File: src/nps_params.svh
// constants and notes for the memory program sequencer
// Notes on behaviour
// start accepted only after key writes 0x55 then 0xaa, in that order
// software runs two no-ops after setting start
// start bit 15 stays set during a cycle, hardware clears it at the end
// bulk erase clears the whole data array, address ignored
// bulk erase: set mode, optionally clear done flag, keys, then start
// done flag is set when an erase or program cycle finishes
// bit 12 set means word program skips the pre-erase
// single word write moves the latch word into the addressed word
// low six bits 0001xx select one-word program; the code decodes 000100 as word erase instead
// one-word erase value selects erase of the addressed word
// row mode programs 64 instructions from the latches in one cycle
// each latch takes a low word and an upper byte at one offset, step 2
// software blocks interrupts for 5 instructions around the unlock
// start without a directly preceding key pair is ignored; other writes re-arm; the code does not re-arm on a flag clear
// mode and address held during a cycle; no new cycle until start clears
`ifndef NPS_PARAMS_SVH
`define NPS_PARAMS_SVH
`define NPS_KEY_FIRST 8'h55
`define NPS_KEY_SECOND 8'haa
`define NPS_START_BIT 15
`define NPS_PROGRAM_WITHOUT_ERASE_SELECT_BIT 12
`define NPS_ERASE_BIT 6
`define NPS_OP_MSB 5
`define NPS_OP_WORD_PGM 4'h1
`define NPS_OP_WORD_ERASE 6'h04
`define NPS_OP_BULK_ERASE 6'h10
`define NPS_OP_ROW_PGM 6'h01
`define NPS_ROW_WORDS 64
`define NPS_ADDR_STEP 2
`define NPS_CYCLE_US 4
`define NPS_CLK_MHZ 20
`define NPS_CYCLE_COUNT (`NPS_CYCLE_US * `NPS_CLK_MHZ)
`define NPS_CTRL_RESET 16'h0000
`endif

File: src/nps_pkg.sv
// types for the memory program sequencer
package nps_pkg;
    typedef enum logic [2:0]
    {
        NPS_OP_NONE = 3'b000,
        NPS_OP_WPGM = 3'b001,
        NPS_OP_WERASE = 3'b010,
        NPS_OP_BULK = 3'b011,
        NPS_OP_ROW = 3'b100
    } nps_op_type;
    typedef enum logic [1:0]
    {
        NPS_IDLE = 2'b00,
        NPS_ERASE = 2'b01,
        NPS_PROG = 2'b10,
        NPS_DONE = 2'b11
    } nps_state_type;
endpackage : nps_pkg

File: src/nps_timer.sv
// down counter that times one erase or program phase
`timescale 1ns/1ns
module nps_timer
#(
    parameter int COUNT = 80
)
(
    input wire logic clk,
    input wire logic rst_n,
    input wire logic load,
    output logic expired
);
    logic [15:0] remaining;
    always_ff @(posedge clk or negedge rst_n)
    begin
        if (!rst_n)
            remaining <= 16'h0000;
        else if (load)
            remaining <= 16'(COUNT);
        else if (remaining != 16'h0000)
            remaining <= remaining - 16'h0001;
    end
    assign expired = (remaining == 16'h0001);
endmodule : nps_timer

File: src/nps_sequencer.sv
// nonvolatile memory program sequencer: unlock, start, erase and program
`timescale 1ns/1ns
`include "nps_params.svh"
module nps_sequencer
#(
    parameter int AW = 9,
    parameter int ROW_WORDS = `NPS_ROW_WORDS,
    parameter int CYCLE_COUNT = `NPS_CYCLE_COUNT
)
(
    input wire logic CLK_SYS,
    input wire logic RST_N,
    input wire logic CTRL_WR,
    input wire logic [15:0] CTRL_WDATA,
    input wire logic KEY_WR,
    input wire logic [7:0] KEY_WDATA,
    input wire logic LATCH_WR_LO,
    input wire logic LATCH_WR_HI,
    input wire logic [15:0] LATCH_OFFSET,
    input wire logic [15:0] LATCH_WDATA,
    input wire logic [7:0] TABLE_PAGE_POINTER,
    input wire logic DONE_FLAG_CLR,
    output logic [15:0] CTRL_RDATA,
    output logic PROGRAM_DONE_IRQ_FLAG,
    output logic MEM_ERASE,
    output logic MEM_PROG,
    output logic MEM_BULK,
    output logic [AW-1:0] MEM_ADDR,
    output logic [23:0] MEM_WDATA
);
    // ************************************************************
    // control register and unlock
    // ************************************************************
    logic [15:0] memory_program_control;
    logic [1:0] key_stage;
    logic start_req;
    logic start_ok;
    logic busy;
    logic cycle_end;
    nps_pkg::nps_op_type op;
    nps_pkg::nps_state_type state;
    logic [AW-1:0] addr;
    logic [6:0] word_idx;
    logic pgm_only;
    logic timer_load;
    logic timer_expired;
    logic [15:0] lo_latch [ROW_WORDS];
    logic [7:0] hi_latch [ROW_WORDS];
    logic [5:0] lidx;

    assign start_req = CTRL_WR && CTRL_WDATA[`NPS_START_BIT];
    assign busy = (state != nps_pkg::NPS_IDLE);
    assign start_ok = start_req && key_stage == 2'h2 && op != nps_pkg::NPS_OP_NONE;

    // ordered key pair
    // any other key, control or latch write re-arms the check; a flag clear does not
    always_ff @(posedge CLK_SYS or negedge RST_N)
    begin
        if (!RST_N)
            key_stage <= 2'h0;
        else if (KEY_WR && KEY_WDATA == `NPS_KEY_FIRST)
            key_stage <= 2'h1;
        else if (KEY_WR && KEY_WDATA == `NPS_KEY_SECOND && key_stage == 2'h1)
            key_stage <= 2'h2;
        else if (KEY_WR || CTRL_WR || LATCH_WR_LO || LATCH_WR_HI)
            key_stage <= 2'h0;
    end

    // settings frozen while busy
    always_ff @(posedge CLK_SYS or negedge RST_N)
    begin
        if (!RST_N)
            memory_program_control <= `NPS_CTRL_RESET;
        // start bit shows the running cycle
        else if (CTRL_WR && !busy)
            memory_program_control <= {start_ok, CTRL_WDATA[14:0]};
        else if (cycle_end)
            memory_program_control[`NPS_START_BIT] <= 1'b0;
    end

    // 0001xx program word, erase word, bulk, row
    always_comb
    begin
        op = nps_pkg::NPS_OP_NONE;
        // the exact erase code is tested first, it sits inside the 0001xx range
        if (CTRL_WDATA[`NPS_OP_MSB:0] == `NPS_OP_WORD_ERASE)
            op = nps_pkg::NPS_OP_WERASE;
        else if (CTRL_WDATA[`NPS_OP_MSB:2] == `NPS_OP_WORD_PGM)
            op = nps_pkg::NPS_OP_WPGM;
        else if (CTRL_WDATA[`NPS_OP_MSB:0] == `NPS_OP_BULK_ERASE)
            op = nps_pkg::NPS_OP_BULK;
        else if (CTRL_WDATA[`NPS_OP_MSB:0] == `NPS_OP_ROW_PGM)
            op = nps_pkg::NPS_OP_ROW;
    end

    // ************************************************************
    // write latches
    // ************************************************************
    // one offset carries low word and upper byte; offsets step by 2
    assign lidx = LATCH_OFFSET[6:1];
    // data waits in the latch until the program cycle
    always_ff @(posedge CLK_SYS)
    begin
        if (LATCH_WR_LO && !busy)
            lo_latch[lidx] <= LATCH_WDATA;
        if (LATCH_WR_HI && !busy)
            hi_latch[lidx] <= LATCH_WDATA[7:0];
    end

    // ************************************************************
    // cycle sequencer
    // ************************************************************
    nps_pkg::nps_op_type run_op;
    always_ff @(posedge CLK_SYS or negedge RST_N)
    begin
        if (!RST_N)
        begin
            state <= nps_pkg::NPS_IDLE;
            run_op <= nps_pkg::NPS_OP_NONE;
            addr <= '0;
            word_idx <= 7'h00;
            pgm_only <= 1'b0;
        end
        else
        begin
            unique case (state)
                nps_pkg::NPS_IDLE:
                    if (start_req && key_stage == 2'h2 && op != nps_pkg::NPS_OP_NONE)
                    begin
                        run_op <= op;
                        addr <= AW'({TABLE_PAGE_POINTER, LATCH_OFFSET} >> 1);
                        pgm_only <= CTRL_WDATA[`NPS_PROGRAM_WITHOUT_ERASE_SELECT_BIT];
                        word_idx <= 7'h00;
                        // program-only skips the pre-erase
                        if (op == nps_pkg::NPS_OP_WPGM && CTRL_WDATA[`NPS_PROGRAM_WITHOUT_ERASE_SELECT_BIT])
                            state <= nps_pkg::NPS_PROG;
                        else if (op == nps_pkg::NPS_OP_ROW)
                            state <= nps_pkg::NPS_PROG;
                        else
                            state <= nps_pkg::NPS_ERASE;
                    end
                nps_pkg::NPS_ERASE:
                    if (timer_expired)
                        state <= (run_op == nps_pkg::NPS_OP_WPGM) ? nps_pkg::NPS_PROG
                                                                  : nps_pkg::NPS_DONE;
                nps_pkg::NPS_PROG:
                    // walk all row words in one cycle
                    if (timer_expired)
                    begin
                        if (run_op == nps_pkg::NPS_OP_ROW && word_idx != 7'(ROW_WORDS - 1))
                        begin
                            word_idx <= word_idx + 7'h01;
                            addr <= addr + AW'(1);
                        end
                        else
                            state <= nps_pkg::NPS_DONE;
                    end
                nps_pkg::NPS_DONE:
                    state <= nps_pkg::NPS_IDLE;
            endcase
        end
    end

    assign cycle_end = (state == nps_pkg::NPS_DONE);
    assign timer_load = (state == nps_pkg::NPS_IDLE) ||
        (state == nps_pkg::NPS_ERASE && timer_expired) ||
        (state == nps_pkg::NPS_PROG && timer_expired);

    nps_timer #(.COUNT(CYCLE_COUNT)) u_timer
    (
        .clk(CLK_SYS),
        .rst_n(RST_N),
        .load(timer_load),
        .expired(timer_expired)
    );

    // ************************************************************
    // memory strobes and status outputs
    // ************************************************************
    // done flag; a finishing cycle wins over a clear
    always_ff @(posedge CLK_SYS or negedge RST_N)
    begin
        if (!RST_N)
            PROGRAM_DONE_IRQ_FLAG <= 1'b0;
        else if (cycle_end)
            PROGRAM_DONE_IRQ_FLAG <= 1'b1;
        else if (DONE_FLAG_CLR)
            PROGRAM_DONE_IRQ_FLAG <= 1'b0;
    end

    always_ff @(posedge CLK_SYS or negedge RST_N)
    begin
        if (!RST_N)
        begin
            MEM_ERASE <= 1'b0;
            MEM_PROG <= 1'b0;
            MEM_BULK <= 1'b0;
            MEM_ADDR <= '0;
            MEM_WDATA <= 24'h000000;
            CTRL_RDATA <= `NPS_CTRL_RESET;
        end
        else
        begin
            MEM_ERASE <= (state == nps_pkg::NPS_ERASE) && timer_expired;
            MEM_PROG <= (state == nps_pkg::NPS_PROG) && timer_expired;
            // bulk erase ignores the address
            MEM_BULK <= (state == nps_pkg::NPS_ERASE) && (run_op == nps_pkg::NPS_OP_BULK);
            MEM_ADDR <= (run_op == nps_pkg::NPS_OP_BULK) ? '0 : addr;
            MEM_WDATA <= (run_op == nps_pkg::NPS_OP_ROW)
                ? {hi_latch[word_idx[5:0]], lo_latch[word_idx[5:0]]}
                : {8'h00, lo_latch[6'(addr)]};
            CTRL_RDATA <= memory_program_control;
        end
    end
endmodule : nps_sequencer

File: config.mk
export PLATFORM = sky130hd
export DESIGN_NAME = nps_sequencer
export DESIGN_NICKNAME = d
export VERILOG_FILES = /design/src/nps_pkg.sv /design/src/nps_timer.sv /design/src/nps_sequencer.sv
export VERILOG_INCLUDE_DIRS = /design/src
export SDC_FILE = /design/constraint.sdc
export NUM_CORES = 2
export LEC_CHECK = 0
export ABC_CLOCK_PERIOD_IN_PS = 2600
export BUFFER_PORTS_ARGS = -buffer_cell sky130_fd_sc_hd__buf_2
export CORE_UTILIZATION = 57
export DETAILED_ROUTE_END_ITERATION = 8
export PLACE_DENSITY_LB_ADDON = 0.08
export SYNTH_ARGS = -nofsm -noshare
export SYNTH_HDL_FRONTEND = slang
export SYNTH_SLANG_ARGS = --single-unit
File: constraint.sdc
create_clock -name CLK_SYS -period 2.6 [get_ports CLK_SYS]
set_input_delay 0.26 -clock CLK_SYS [delete_from_list [all_inputs] [get_ports CLK_SYS]]
set_output_delay 0.26 -clock CLK_SYS [all_outputs]
set_load 0.05 [all_outputs]
Word level (Yosys, flattened, before mapping)
Memories as Yosys holds them, arrays and structs flattened.
Index checks and enable logic that the tools add are counted.
{"block": "word_totals", "regBits": 108, "n_memories": 2, "in_bits": 71, "mem_bits_rw": 1536}
{"block": "classes", "reduce_logical": 32, "add_sub_neg": 3, "eq_ne": 23, "n_mux": 35}
{"name": "lo_latch", "words": 64, "width": 16, "rd": 2, "rd_ports_with_merged_regs": 0, "wr": 1, "line_no": "nps_sequencer.sv:47", "text": "logic [15:0] lo_latch [ROW_WORDS];"}
{"name": "hi_latch", "words": 64, "width": 8, "rd": 1, "rd_ports_with_merged_regs": 0, "wr": 1, "line_no": "nps_sequencer.sv:48", "text": "logic [7:0] hi_latch [ROW_WORDS];"}
{"operator": "9-bit 2-to-1 mux", "count": 4}
{"operator": "16-bit 2-to-1 mux", "count": 2}
{"operator": "24-bit 2-to-1 mux", "count": 1}
{"operator": "7-bit 2-to-1 mux", "count": 3}
{"operator": "2-bit 2-to-1 mux", "count": 9}
{"operator": "9-bit one-hot mux with 2 select lines", "count": 1}
{"operator": "16-bit by 1-bit equality test with 1-bit output (second input constant)", "count": 1}
{"operator": "16-bit nonzero test", "count": 1}
{"operator": "16-bit by 1-bit subtractor with 16-bit output (second input constant)", "count": 1}
{"operator": "1-bit logical AND", "count": 14}
{"operator": "7-bit one-hot mux with 2 select lines", "count": 1}
{"operator": "3-bit 2-to-1 mux", "count": 4}
{"operator": "2-bit != test (second input constant)", "count": 5}
{"operator": "2-bit nonzero test", "count": 5}
{"operator": "9-bit by 1-bit adder with 9-bit output (second input constant)", "count": 1}
{"operator": "1-bit 2-to-1 mux", "count": 9}
{"operator": "8-bit by 7-bit equality test with 1-bit output (second input constant)", "count": 1}
{"operator": "8-bit equality test (second input constant)", "count": 1}
{"operator": "2-bit one-hot mux with 4 select lines", "count": 1}
{"operator": "4-bit AND reduction", "count": 2}
{"operator": "7-bit by 1-bit adder with 7-bit output (second input constant)", "count": 1}
{"operator": "7-bit by 6-bit != test with 1-bit output (second input constant)", "count": 1}
{"operator": "2-bit equality test (second input constant)", "count": 3}
{"operator": "3-bit by 1-bit equality test with 1-bit output (second input constant)", "count": 2}
{"operator": "other kinds (12)", "count": 19}

Depth between registers and ports, before layout
{"block": "depth", "ltp_word": 10, "mapped_depth": 11, "depth_no_buf": 8}

Hierarchy
Synthesis repeated with hierarchy kept, for this count alone.
{"block": "unflattened", "hier_cells": 3750, "area_unflattened_um2": 72052.9}
{"module": "nps_sequencer", "cells_per_inst": 3650, "area_per_inst_um2": 71120.7, "n_inst": 1}
{"module": "nps_timer", "cells_per_inst": 100, "area_per_inst_um2": 932.1, "n_inst": 1}

Least setup slack after synthesis
No wires, ideal clock.
{"block": "synth_path", "path_type": "register -> register", "from": "register state[0]", "to": "memory lo_latch[54][0] (enable)", "setup_slack_ps": -42, "required_ps": 2211, "synth_period_minus_slack_ps": 2642, "arrival_time_ps": 2254, "path_stages_with_launch": 8, "path_cell_list": "dfrtp_1 -> inv_1 -> ha_1 -> clkbuf_1 -> and2_1 -> clkbuf_1 -> nand4_1 -> nor2_1"}
{"block": "synth_between", "elab_chain_cells": 5}
{"element": "start: declaration", "line_no": "nps_sequencer.sv:41", "text": "nps_pkg::nps_state_type state;"}
{"element": "start signal: assignment", "line_no": "nps_sequencer.sv:118", "text": "state <= nps_pkg::NPS_IDLE;"}
{"element": "start signal: assignment", "line_no": "nps_sequencer.sv:136", "text": "state <= nps_pkg::NPS_PROG;"}
{"element": "start signal: assignment", "line_no": "nps_sequencer.sv:138", "text": "state <= nps_pkg::NPS_PROG;"}
{"element": "2-bit nonzero test", "line_no": "nps_sequencer.sv:52", "text": "assign busy = (state != nps_pkg::NPS_IDLE);"}
{"element": "1-bit logical NOT", "line_no": "nps_sequencer.sv:104", "text": "if (LATCH_WR_LO && !busy)"}
{"element": "1-bit logical AND", "line_no": "nps_sequencer.sv:104"}
{"element": "1-bit 2-to-1 mux", "line_no": "nps_sequencer.sv:104"}
{"element": "1-bit 2-to-1 mux (not written as such)", "line_no": "nps_sequencer.sv:105", "text": "lo_latch[lidx] <= LATCH_WDATA;"}
{"element": "end: declaration", "line_no": "nps_sequencer.sv:47"}
Every way passes these cells.

Worst setup path after layout
{"block": "layout_path", "from": "register addr[0]", "to": "register MEM_WDATA[0]"}
{"block": "layout_between", "elab_chain_cells": 2}
{"element": "start: declaration", "line_no": "nps_sequencer.sv:42", "text": "logic [AW-1:0] addr;"}
{"element": "start signal: assignment", "line_no": "nps_sequencer.sv:131", "text": "addr <= AW'({TABLE_PAGE_POINTER, LATCH_OFFSET} >> 1);"}
{"element": "start signal: assignment", "line_no": "nps_sequencer.sv:153", "text": "addr <= addr + AW'(1);"}
{"element": "memory read 64 x 16 bit"}
{"element": "24-bit 2-to-1 mux", "line_no": "nps_sequencer.sv:210", "text": "? {hi_latch[word_idx[5:0]], lo_latch[word_idx[5:0]]}"}
{"element": "end signal: assignment", "line_no": "nps_sequencer.sv:209", "text": "MEM_WDATA <= (run_op == nps_pkg::NPS_OP_ROW)"}
{"element": "end: declaration", "line_no": "nps_sequencer.sv:29", "text": "output logic [23:0] MEM_WDATA"}
Every way passes these cells.
A chain may end at the register's enable or synchronous reset.

==> flow_summary.toml <==
[route]
viasPerCell = 6.854
drtAntennaViolNets = 0
wire_per_inst_um = 34.50
drt-total-wl_mm = 211.8
drc = 0
num_vias = 42068
drt_iter0_markers = 6154
drt_first_pass_iters = 6

[synthesis]
synthMuxAreaShare = 0.2244
ys_types = 71
syn_area_mm2 = 0.07168
synth_xor_area_frac = 0.001466
syn-num-nets = 3773
synth-async-reset-ratio = 0.06569
synth-edff-count = 1536
ys_dominant_reg_cell = "edfxtp_1"
avgSynthCellArea_um2 = 19.40
ys_seq_area_frac = 0.6812
synth_cells = 3694
synth_top_family_by_area = "multiplexers"
yosys.area_share.simple = 0.03568
synth_compound_area_frac = 0.03615
synth_fa_ha_area_frac = 0.001397
ys_ff_latch = 1644
yosysWarningCount = 0

[clocking]
clk_pin_slew_ns = 0.06
numCtsBuffers = 166
cts_tree = "yes"
cts_buffer_depth = 3
worst_skew_pair.late_latency_ns = 0.81
cts.htree.levels = 4
root_buffer = "clkbuf_16"
cts_sinks = 1644

[sta]
slew_violations = 0
relSlewSlack = 0.3740
finalSetupViolCount = 4
postLayoutSetupSlackWorst_ns = -0.06070
max_freq_mhz = 375.8
min_period_over_period = 1.023
period_minus_slack_ns = 2.661
hold_viol_final = 0
rsz0062_at_grt = "yes"
worst_slew_pin_slew_ns = 0.9390
fin_skew_ns = 0.02647

[finish]
drive_above_1_share = 0.3782
nets = 4440
layout.core_utilization = 0.6883
fin_cells = 6138
area_growth_pct = 19.34

[setup_path]
critPathMaxStageDelay_ns = 0.52
crit_buf_inv = 3
endpoint_kind = "flip-flop"
path_class = "reg -> reg"
slowest_stage = "dfrtp_4"
r2r_slack_ns = -0.06
r2r-end = "MEM_WDATA[0]"
crit_chain = "buf_12, buf_16, mux4_2, mux2i_1, buf_4, o22a_1, nand4_1, o32a_1"
cp.arrival_ns = 3.34
crit_family = "multiplexers"
crit_required_ns = 3.28
r2r-start = "addr[0]"
cp_max_fo = 9
reg2reg_depth = 8
worstSetupStartpointType = "flip-flop"

[global_route]
grt_max_degree = 77
grt_pass1_wl_mm = 303.3
antenna_found_initial = 6
grt_pass1_vias = 42675
overflow = 0
globalRouteTotalUtil = 0.3389

[floorplan]
core_area_mm2 = 0.1243
start_util = 0.5767
fp.dieW_um = 356.6
dieArea_mm2 = 0.1272
rows = 129
io_pins = 124
dieHeight_um = 356.6

[place]
place_congestion = 0.9492
io_buffers = 108
hpwl_mm = 139.5
dp_cells = 5722

[worst_hold_path]
worstHoldEndpoint = "hi_latch[18][2]"
hp-class = "in -> reg"
min_path_cells = 1
hp-start = "LATCH_WDATA[2]"

[power]
irDropWorstVdd_mv = 0.8176
p_per_area_mw_per_mm2 = 955.6
p_leak_nw = 28.34

[status]
status = "finished with violations"
failed_checks = "setup timing"

[flow_run]
max_cap_viol_count = 0
## through the flow
| stage | hold slack, ns | setup WS (ns) | power [mW] | setup TNS [ns] | area, µm² |
|---|---|---|---|---|---|
| 2_1_floorplan | -0.03559 | -0.04219 | 46.18 | -4.875 | 71680 |
| 3_3_place_gp | 0.3018 | -0.3792 | 55.52 | -2.704 | 78300 |
| 3_5_place_dp | 0.3200 | -0.3753 | 55.91 | -2.827 | 78300 |
| 4_1_cts | 0.007103 | -0.01141 | 80.83 | -0.01141 | 84760 |
| 5_1_grt | 0.02606 | -0.08048 | 84.17 | -0.4634 | 85530 |
| 6_report | 0.03075 | -0.06070 | 81.74 | -0.1279 | 85540 |
## per-layer routing
metal | vias to the layer above | track usage | part of all wire
met4 | 2 | 0.1730 | 0.055
li1 | 16909 | - | -
met2 | 2636 | 0.5335 | 0.48
met5 | - | 0 | 0.000057
met1 | 22037 | 0.4539 | 0.36
met3 | 484 | 0.06905 | 0.10
## area by class of cell
type                       count  area, µm²
tap                         1637       2048
multi-input combinational   1773      21890
inverter                      23      88.84
clock buffer                 217       4603
clock inverter                88      850.8
sequential                  1644      48850
timing repair buffer         753       7198
fill                        7918      38740
antenna                        3      7.507
## synth_stat cells, drive strengths merged, types with 14 or more instances
cell    instances  area share
a22oi          91      0.0095
nand3          44      0.0031
o22ai          45      0.0039
inv            22      0.0012
mux2           31      0.0049
nor2          196       0.010
mux4          604        0.19
a21oi          44      0.0031
o21ai          33      0.0023
and2           20      0.0017
nand3b         14      0.0015
nand4          23      0.0020
edfxtp       1536        0.64
buf           154       0.013
clkbuf        100      0.0052
a221oi         20      0.0024
a311oi         15      0.0018
nor4           21      0.0021
nand2         172      0.0090
mux2i         213       0.030
dfrtp         108       0.038
a32oi          14      0.0017
## layout by cell type, fill, tap and decap left out, types with 10 or more instances in the layout
| master | n |
|---|---|
| a21oi_1 | 41 |
| a221oi_1 | 16 |
| a22oi_1 | 81 |
| a22oi_2 | 10 |
| a32o_1 | 10 |
| a32oi_1 | 13 |
| and2_1 | 20 |
| buf_12 | 100 |
| buf_16 | 13 |
| buf_2 | 99 |
| buf_4 | 483 |
| bufinv_16 | 15 |
| clkbuf_1 | 32 |
| clkbuf_16 | 177 |
| clkbuf_8 | 13 |
| clkinv_1 | 29 |
| clkinv_2 | 36 |
| dfrtp_1 | 101 |
| dlygate4sd3_1 | 41 |
| edfxtp_1 | 1536 |
| inv_1 | 21 |
| mux2_2 | 31 |
| mux2i_1 | 197 |
| mux2i_2 | 12 |
| mux4_2 | 604 |
| nand2_1 | 171 |
| nand3_1 | 41 |
| nand3b_1 | 14 |
| nand4_1 | 23 |
| nor2_1 | 178 |
| nor2_2 | 17 |
| nor4_1 | 14 |
| o21ai_0 | 26 |
| o22ai_1 | 45 |
| o32a_1 | 12 |
## report_power, final
group	switching, mW	internal, mW	total [mW]
combinational	14.1	13.4	27.5
clock	10.1	13.9	24.0
sequential	0.683	29.6	30.3
## cell families after synthesis
family,after synthesis
muxes,848
DFF,1644
buffers and inverters,277
adders and majority gates,8
AOI/OAI and AO/OA,355
and+or+nand+nor,550
xor gates and xnor gates,12
## flip-flops by register name, summed over array words and instances (netlist names)
| register | count |
|---|---|
| CTRL_RDATA | 16 |
| MEM_ADDR | 9 |
| MEM_BULK | 1 |
| MEM_ERASE | 1 |
| MEM_PROG | 1 |
| MEM_WDATA | 24 |
| PROGRAM_DONE_IRQ_FLAG | 1 |
| addr | 9 |
| hi_latch | 512 |
| key_stage | 2 |
| lo_latch | 1024 |
| memory_program_control | 16 |
| run_op | 3 |
| state | 2 |
| u_timer.remaining | 16 |
| word_idx | 7 |
## timing repair
item                                   CTS  global route
setup endpoints to repair               22            31
gates resized for setup                 53            59
pin swaps                               15             9
buffers inserted                        19            40
endpoints found under the hold margin  387             0
gates cloned                             5             5
hold buffers                            41             0
## how the worst max path moves through the flow
stage	startpoint	to	slack [ns]	cells past startpoint
after floorplan	state[0]	lo_latch[54][0]	-0.04	7
after global placement	addr[0]	MEM_WDATA[6]	-0.38	9
after detailed placement	word_idx[5]	MEM_WDATA[1]	-0.38	6
after CTS	word_idx[0]	MEM_WDATA[9]	-0.01	8
after global routing	addr[0]	MEM_WDATA[0]	-0.08	8
final	addr[0]	MEM_WDATA[0]	-0.06	8
Note: power is estimated with default switching activity, not from simulation.
